===== src/intcpd_pkg.sv =====
// constants for the interrupt controller register page decoder
`default_nettype none
package intcpd_pkg;
  localparam int unsigned NUM_CORES = 4;
  localparam int unsigned CORE_BITS = (NUM_CORES <= 2) ? 1 : $clog2(NUM_CORES);
  localparam int unsigned PAGE_LSB = 16;
  localparam int unsigned ADDR_W = 18 + CORE_BITS;
  localparam int unsigned DATA_W = 32;
  localparam int unsigned STRB_W = DATA_W / 8;
  localparam int unsigned ID_W = 4;
  localparam logic [1:0] RESP_OKAY = 2'h0;
  localparam logic [1:0] RESP_SLVERR = 2'h2;
  localparam logic [2:0] SIZE_BYTE = 3'h0;
  localparam logic [2:0] SIZE_HALF = 3'h1;
  localparam logic [2:0] SIZE_WORD = 3'h2;
  localparam logic [2:0] SIZE_DWORD = 3'h3;
  localparam logic [1:0] LOW_DIST = 2'h0;
  localparam logic [1:0] LOW_MSG = 2'h1;
  localparam logic [1:0] LOW_TSCTL = 2'h2;
  localparam logic [1:0] LOW_TWRITE = 2'h3;
  localparam logic [DATA_W-1:0] DATA_ZERO = 32'h0000_0000;
  typedef enum logic [2:0] {
    PG_NONE,
    PG_DIST,
    PG_MSG,
    PG_TSCTL,
    PG_TWRITE,
    PG_RD_CTL,
    PG_RD_PRIV
  } intcpd_page_t;
endpackage : intcpd_pkg
`default_nettype wire


===== src/intcpd_decoder.sv =====
// register page decoder: axi4 slave front end with page select and size checking
`default_nettype none
// Summary of operation
// single clock and single active-low reset
// all inputs synchronous to clock, external sync
// reserved space: okay, reads zero, writes dropped
// reset clears all held state to zero
// software preserves and ignores reserved bits
// slave data path is 32 bits
// byte-capable registers also accept halfwords
// word-capable registers also accept doublewords
// unsupported narrow access gives slverr, no update
// doubleword split into two atomic word beats
// little-endian byte lanes only
// write-only reads have no side effect
// each page is a 64kb region
// address width is 18 plus core bits
// top address bit picks redistributor half
// lower page index 0..3 decoded, others reserved
// upper bits above 16 give core number
// bit 16 picks control or private page
// unimplemented core numbers are reserved
// redistributor pages in cluster order
// software avoids unreachable multi-core interrupts
// unreachable shared interrupt raises no wakeup
// reserved pages read zero, okay response
module intcpd_decoder (
  input wire logic ref_clk_i,
  input wire logic nrst_i,
  input wire logic [intcpd_pkg::ID_W-1:0] awid_i,
  input wire logic [intcpd_pkg::ADDR_W-1:0] awaddr_i,
  input wire logic [7:0] awlen_i,
  input wire logic [2:0] awsize_i,
  input wire logic awvalid_i,
  output logic awready_o,
  input wire logic [intcpd_pkg::DATA_W-1:0] wdata_i,
  input wire logic [intcpd_pkg::STRB_W-1:0] wstrb_i,
  input wire logic wlast_i,
  input wire logic wvalid_i,
  output logic wready_o,
  output logic [intcpd_pkg::ID_W-1:0] bid_o,
  output logic [1:0] bresp_o,
  output logic bvalid_o,
  input wire logic bready_i,
  input wire logic [intcpd_pkg::ID_W-1:0] arid_i,
  input wire logic [intcpd_pkg::ADDR_W-1:0] araddr_i,
  input wire logic [7:0] arlen_i,
  input wire logic [2:0] arsize_i,
  input wire logic arvalid_i,
  output logic arready_o,
  output logic [intcpd_pkg::ID_W-1:0] rid_o,
  output logic [intcpd_pkg::DATA_W-1:0] rdata_o,
  output logic [1:0] rresp_o,
  output logic rlast_o,
  output logic rvalid_o,
  input wire logic rready_i,
  input wire logic [intcpd_pkg::NUM_CORES-1:0] wake_cand_i,
  input wire logic [intcpd_pkg::NUM_CORES-1:0] core_accept_i,
  input wire logic single_target_i,
  output logic [intcpd_pkg::NUM_CORES-1:0] wake_request_o,
  output logic [intcpd_pkg::ADDR_W-1:0] page_addr_o,
  output logic [2:0] page_sel_o,
  output logic [intcpd_pkg::CORE_BITS-1:0] page_core_o,
  output logic page_we_o,
  output logic [intcpd_pkg::DATA_W-1:0] page_wdata_o,
  output logic [intcpd_pkg::STRB_W-1:0] page_wstrb_o,
  output logic page_re_o,
  input wire logic [intcpd_pkg::DATA_W-1:0] page_rdata_i,
  input wire logic page_word_only_i
);

  typedef enum logic [1:0] {
    ST_IDLE,
    ST_WDATA,
    ST_WRESP
  } intcpd_wstate_t;

  typedef enum logic [1:0] {
    RS_IDLE,
    RS_LOOK,
    RS_DATA
  } intcpd_rstate_t;

  // decode of one address into a page, with a core-number range check; one function keeps both channels identical
  function automatic intcpd_pkg::intcpd_page_t decode_page(input logic [intcpd_pkg::ADDR_W-1:0] a);
    logic [intcpd_pkg::ADDR_W-2-intcpd_pkg::PAGE_LSB:0] idx;
    logic [intcpd_pkg::CORE_BITS-1:0] core;
    idx = a[intcpd_pkg::ADDR_W-2:intcpd_pkg::PAGE_LSB];
    core = a[intcpd_pkg::ADDR_W-2:intcpd_pkg::PAGE_LSB+1];
    decode_page = intcpd_pkg::PG_NONE;
    if (!a[intcpd_pkg::ADDR_W-1]) begin
      if (idx == {{(intcpd_pkg::ADDR_W-3-intcpd_pkg::PAGE_LSB){1'b0}}, intcpd_pkg::LOW_DIST}) begin
        decode_page = intcpd_pkg::PG_DIST;
      end else if (idx == {{(intcpd_pkg::ADDR_W-3-intcpd_pkg::PAGE_LSB){1'b0}}, intcpd_pkg::LOW_MSG}) begin
        decode_page = intcpd_pkg::PG_MSG;
      end else if (idx == {{(intcpd_pkg::ADDR_W-3-intcpd_pkg::PAGE_LSB){1'b0}}, intcpd_pkg::LOW_TSCTL}) begin
        decode_page = intcpd_pkg::PG_TSCTL;
      end else if (idx == {{(intcpd_pkg::ADDR_W-3-intcpd_pkg::PAGE_LSB){1'b0}}, intcpd_pkg::LOW_TWRITE}) begin
        decode_page = intcpd_pkg::PG_TWRITE;
      end
    end else if (32'(core) < intcpd_pkg::NUM_CORES) begin
      decode_page = a[intcpd_pkg::PAGE_LSB] ? intcpd_pkg::PG_RD_PRIV : intcpd_pkg::PG_RD_CTL;
    end
  endfunction : decode_page

  // narrow sizes fail on word-only registers; dword/word always fine
  function automatic logic size_bad(input logic [2:0] sz, input logic word_only);
    size_bad = word_only && (sz == intcpd_pkg::SIZE_BYTE || sz == intcpd_pkg::SIZE_HALF);
  endfunction : size_bad

  intcpd_wstate_t wst_reg;
  intcpd_rstate_t rst_reg;
  logic [intcpd_pkg::ADDR_W-1:0] waddr_reg;
  logic [2:0] wsize_reg;
  logic [intcpd_pkg::ID_W-1:0] wid_reg;
  logic werr_reg;
  logic [intcpd_pkg::ADDR_W-1:0] raddr_reg;
  logic [2:0] rsize_reg;
  logic [7:0] rcnt_reg;
  logic [intcpd_pkg::ID_W-1:0] rid_reg;
  logic [intcpd_pkg::DATA_W-1:0] rdata_reg;
  logic [1:0] rresp_reg;
  logic [intcpd_pkg::NUM_CORES-1:0] wake_reg;
  intcpd_pkg::intcpd_page_t wpage;
  intcpd_pkg::intcpd_page_t rpage;
  logic wbeat;
  logic w_ok;

  assign wpage = decode_page(waddr_reg);
  assign rpage = decode_page(raddr_reg);
  assign wbeat = (wst_reg == ST_WDATA) && wvalid_i;
  assign w_ok = (wpage != intcpd_pkg::PG_NONE) && !size_bad(wsize_reg, page_word_only_i);

  assign awready_o = (wst_reg == ST_IDLE);
  assign wready_o = (wst_reg == ST_WDATA);
  assign bvalid_o = (wst_reg == ST_WRESP);
  assign bid_o = wid_reg;
  assign bresp_o = werr_reg ? intcpd_pkg::RESP_SLVERR : intcpd_pkg::RESP_OKAY;
  assign arready_o = (rst_reg == RS_IDLE);
  assign rvalid_o = (rst_reg == RS_DATA);
  assign rid_o = rid_reg;
  assign rdata_o = rdata_reg;
  assign rresp_o = rresp_reg;
  assign rlast_o = (rcnt_reg == 8'h00);

  // page strobes: write strobe only on a legal, mapped beat, never on reserved space
  assign page_we_o = wbeat && w_ok;
  assign page_re_o = (rst_reg == RS_LOOK) && (rpage != intcpd_pkg::PG_NONE);
  assign page_addr_o = (rst_reg == RS_LOOK) ? raddr_reg : waddr_reg;
  assign page_sel_o = 3'((rst_reg == RS_LOOK) ? rpage : wpage);
  assign page_core_o = (rst_reg == RS_LOOK) ? raddr_reg[intcpd_pkg::ADDR_W-2:intcpd_pkg::PAGE_LSB+1]
                                            : waddr_reg[intcpd_pkg::ADDR_W-2:intcpd_pkg::PAGE_LSB+1];
  assign page_wdata_o = wdata_i; // lanes pass straight, little-endian
  assign page_wstrb_o = wstrb_i;

  // write channel; each 32-bit beat is one atomic page write
  always_ff @(posedge ref_clk_i or negedge nrst_i) begin
    if (!nrst_i) begin
      wst_reg <= ST_IDLE;
      waddr_reg <= '0;
      wsize_reg <= '0;
      wid_reg <= '0;
      werr_reg <= 1'b0;
    end else begin
      case (wst_reg)
        ST_IDLE: begin
          if (awvalid_i) begin
            waddr_reg <= awaddr_i;
            wsize_reg <= awsize_i;
            wid_reg <= awid_i;
            werr_reg <= 1'b0;
            wst_reg <= ST_WDATA;
          end
        end
        ST_WDATA: begin
          if (wvalid_i) begin
            if (size_bad(wsize_reg, page_word_only_i) && wpage != intcpd_pkg::PG_NONE) begin
              werr_reg <= 1'b1;
            end
            waddr_reg <= waddr_reg + intcpd_pkg::ADDR_W'(intcpd_pkg::STRB_W);
            if (wlast_i) begin
              wst_reg <= ST_WRESP;
            end
          end
        end
        ST_WRESP: begin
          if (bready_i) begin
            wst_reg <= ST_IDLE;
          end
        end
        default: wst_reg <= ST_IDLE;
      endcase
    end
  end

  // read channel: capture, one lookup cycle, then data; reserved reads zero
  always_ff @(posedge ref_clk_i or negedge nrst_i) begin
    if (!nrst_i) begin
      rst_reg <= RS_IDLE;
      raddr_reg <= '0;
      rsize_reg <= '0;
      rcnt_reg <= '0;
      rid_reg <= '0;
      rdata_reg <= intcpd_pkg::DATA_ZERO;
      rresp_reg <= intcpd_pkg::RESP_OKAY;
    end else begin
      case (rst_reg)
        RS_IDLE: begin
          if (arvalid_i) begin
            raddr_reg <= araddr_i;
            rsize_reg <= arsize_i;
            rcnt_reg <= arlen_i;
            rid_reg <= arid_i;
            rst_reg <= RS_LOOK;
          end
        end
        RS_LOOK: begin
          if (rpage == intcpd_pkg::PG_NONE) begin
            rdata_reg <= intcpd_pkg::DATA_ZERO;
            rresp_reg <= intcpd_pkg::RESP_OKAY;
          end else if (size_bad(rsize_reg, page_word_only_i)) begin
            rdata_reg <= intcpd_pkg::DATA_ZERO;
            rresp_reg <= intcpd_pkg::RESP_SLVERR;
          end else begin
            rdata_reg <= page_rdata_i;
            rresp_reg <= intcpd_pkg::RESP_OKAY;
          end
          rst_reg <= RS_DATA;
        end
        RS_DATA: begin
          if (rready_i) begin
            if (rcnt_reg == 8'h00) begin
              rst_reg <= RS_IDLE;
            end else begin
              rcnt_reg <= rcnt_reg - 8'h01;
              raddr_reg <= raddr_reg + intcpd_pkg::ADDR_W'(intcpd_pkg::STRB_W);
              rst_reg <= RS_LOOK;
            end
          end
        end
        default: rst_reg <= RS_IDLE;
      endcase
    end
  end

  // wakeup only for interrupts aimed at a single core; a multi-target one nobody takes stays quiet
  always_ff @(posedge ref_clk_i or negedge nrst_i) begin
    if (!nrst_i) begin
      wake_reg <= '0;
    end else begin
      wake_reg <= single_target_i ? (wake_cand_i & ~core_accept_i) : '0;
    end
  end
  assign wake_request_o = wake_reg;
endmodule : intcpd_decoder
`default_nettype wire


===== config.mk =====
export PLATFORM = sky130hd
export DESIGN_NAME = intcpd_decoder
export DESIGN_NICKNAME = d
export VERILOG_FILES = /design/src/intcpd_pkg.sv /design/src/intcpd_decoder.sv
export SDC_FILE = /design/constraint.sdc
export NUM_CORES = 1
export LEC_CHECK = 0
export BUFFER_PORTS_ARGS = -buffer_cell sky130_fd_sc_hd__buf_2
export CORE_ASPECT_RATIO = 1.1
export CORE_MARGIN = 2
export CORE_UTILIZATION = 52
export CTS_BUF_LIST = sky130_fd_sc_hd__clkbuf_4 sky130_fd_sc_hd__clkbuf_8
export DETAILED_ROUTE_END_ITERATION = 8
export GPL_ROUTABILITY_DRIVEN = 0
export GPL_TIMING_DRIVEN = 0
export PLACE_DENSITY = 0.95
export SYNTH_ARGS = -nofsm -noshare
export SYNTH_HDL_FRONTEND = slang
export SYNTH_SLANG_ARGS = --single-unit

===== constraint.sdc =====
create_clock -name ref_clk_i -period 3 [get_ports ref_clk_i]
set_clock_uncertainty 0.1 [all_clocks]
set_input_delay 0.45 -clock ref_clk_i [delete_from_list [all_inputs] [get_ports ref_clk_i]]
set_output_delay 0.45 -clock ref_clk_i [all_outputs]
set_load 0.005 [all_outputs]

==> run metrics <==
clk buf depth 2; sw frac 43.28%; commonest non-fill, non-tap cell in the layout buf_2; Post-route DRC 0; FF+latch count, synth 102; Syn Std Cell Area 5543 µm²; Req. time, crit path 2.45 ns; crit end category output port; Post-synth EDFFs 0; Async SR Flop Fraction 100.0%; top-area cell type share of the netlist area 46.05%; first-pass GRT wire length 25.80 mm; clk sinks 102; pre-CTS setup slack 0.6821 ns; Clock transition at path regs 0.11 ns; initial antenna violation count 1; CTS resizes 0; Worst Setup Slack, final 0.1994 ns; Pre-antenna DRT Iters 6; TritonCTS Buffers 9; drt wl/cell 16.75 µm; Core Region 10390 µm²; cell count after synthesis 602; Sequential Power Share 37.6%; kind of critical path flip-flop to output port; via count 5582; Lkg Pwr 0.003622 µW; Largest register FFs 32; Critical Path Start Type flip-flop; Synth cell types 69; CTS HTree Levels 3; Initial Util 53.33%; Slew Viols, Final 0; power share of the clock group 13.9%; Arr. time, crit path 2.25 ns; Die H 112.3 µm; die width 102.4 µm; post-route ant nets 0; area leader, netlist dfrtp_1; GRT Max-Usage Layer met2; fin crit share 93.35%; die area 11500 µm²; worst vdd ir 0.4785 mV; IO buf count 223; min cycle time layout 2.801 ns; Least-Margin Pin Slew 0.6147 ns; crit path max fanout 10; share of cells above drive strength 1 37.68%; Final TNS setup 0 ns; hpwl dp 12.61 mm; # Max-Cap Violations 0; clk_lat worst skew 0.39 ns; clk root buf clkbuf_8; worst rel slew slack 58.64%; GRT met3 Usage 5.729%; 1st-iter DRT viols 360; RSZ-0062 raised after global routing no; Internal 3851 µW; GR Util met1 36.51%; status finished clean; top_reg_cell synth dfrtp_1; largest cells by area after synthesis dfrtp_1, nand2_1, buf_4; DR vias/cell 5.650; final non-filler cell total 988; Final setup viols 0; row count 39; Switching Power 2938 µW; endpoints failing hold 0; met2 GRT Util 46.67%; CTS tree built; PD cells 957.4 nW/µm²; routed wire length 16.55 mm; synth-to-layout area growth 27.95%; pin count of the biggest net entering global routing 68; vias in the first global route 5298; GRT overflow 0; placed instance count 970; Hold Path Class primary input to flip-flop; gr usage total 28.52%; Fmax 357.1 MHz; sequential area share after synthesis 46.05%; commonest non-fill, non-tap cells in the layout buf_2, dfrtp_1, nand2_1, buf_4, a21oi_1; Syn Area/Cell 9.207 µm²; # IOs 273; Nets 999; combinational power share 48.6%; Yosys warning count 0
==> critical path, stage by stage, from the launching register on <==
cell and delay [ns]:
dfrtp_1 0.45, nand2b_1 0.18, clkbuf_1 0.39, clkbuf_1 0.38, nand2_1 0.09, nand2_1 0.15
buf_4 0.13, buf_2 0.10
==> cells by family (layout without fill, tap and decap cells) <==
| kind of cell | Yosys count | after routing | synth area share [%] |
|---|---|---|---|
| adders and majority gates | 4 | 4 | 0.9030 |
| muxes | 13 | 13 | 2.528 |
| buffers and inverters | 93 | 334 | 9.684 |
| other | 1 | 3 | 0.06766 |
| and+or+nand+nor | 214 | 214 | 19.23 |
| DFF | 102 | 102 | 46.05 |
| AOI/OAI and AO/OA | 175 | 175 | 21.54 |
==> final cells by class <==
cell class / instances / area (µm²)
plain buffers: 78 / 480.5
clock inverters: 6 / 76.32
clock buffers: 10 / 131.4
repair buffers: 225 / 1156
inverters: 15 / 56.30
well taps: 143 / 178.9
multi-input cells: 408 / 2457
flip-flops and latches: 102 / 2552
diodes: 1 / 2.502
fillers: 860 / 3302
==> synth_stat cells (all sizes together), types with 3 or more instances <==
cell / number
mux2i: 5
o21ai: 37
nor2b: 4
a21oi: 40
a22o: 34
nand3: 15
a2bb2oi: 7
nor3: 8
buf: 60
inv: 15
mux2: 8
clkbuf: 18
nor2: 36
nor4: 3
nand2: 101
ha: 4
a311oi: 3
o22a: 3
o211ai: 3
o22ai: 10
dfrtp: 102
nand4: 13
a211oi: 7
a22oi: 3
nand2b: 5
a31oi: 7
nor3b: 3
or3: 3
and3: 5
o32ai: 4
a21o: 3
and3b: 4
==> through the flow <==
step                      area, µm²  util, %  hold slack, ns  power [µW]
after floorplan                5547        -         0.05441        4492
after global placement         6842    65.82          0.3571        5664
after detailed placement       6872    66.11          0.3422        5804
after CTS                      7089    68.21         0.08872        6746
after global routing           7092    68.23         0.09077        7258
final                          7092    68.23         0.08997        6790
==> worst paths after layout <==
kind / cells past startpoint / end / startpoint / slack, ns
max: 7 / page_core_o[0] / rst_reg[1] / 0.20
min: 2 / wake_request_o[2] / core_accept_i[2] / 0.09
max reg2reg: 5 / raddr_reg[18] / rst_reg[0] / 0.93
min reg2reg: 2 / wsize_reg[1] / wsize_reg[1] / 0.38
max in group asynchronous: 3 / raddr_reg[3] / nrst_i / 1.65
min in group asynchronous: 2 / rid_o[3] / nrst_i / 0.45
==> power by group through the flow <==
stage	logic, µW	clock network, µW	registers, µW
floorplan	2050	0	2440
global placement	3160	0	2510
detailed placement	3260	0	2550
CTS	3270	944	2530
global route	3620	1020	2620
finish	3300	942	2550
==> per-layer routing <==
layer | share of wire, % | wire [µm] | vias up
li1 | - | - | 2604
met1 | 39 | 6377 | 2595
met2 | 50 | 8317 | 336
met3 | 8.5 | 1412 | 47
met4 | 2.7 | 439 | 0
met5 | 0 | 0 | -
==> repair_timing <==
item,in CTS,in global routing
hold endpoints to repair,35,0
setup buffers,0,0
hold buffers,1,0
(Power assumes the default switching activity.)
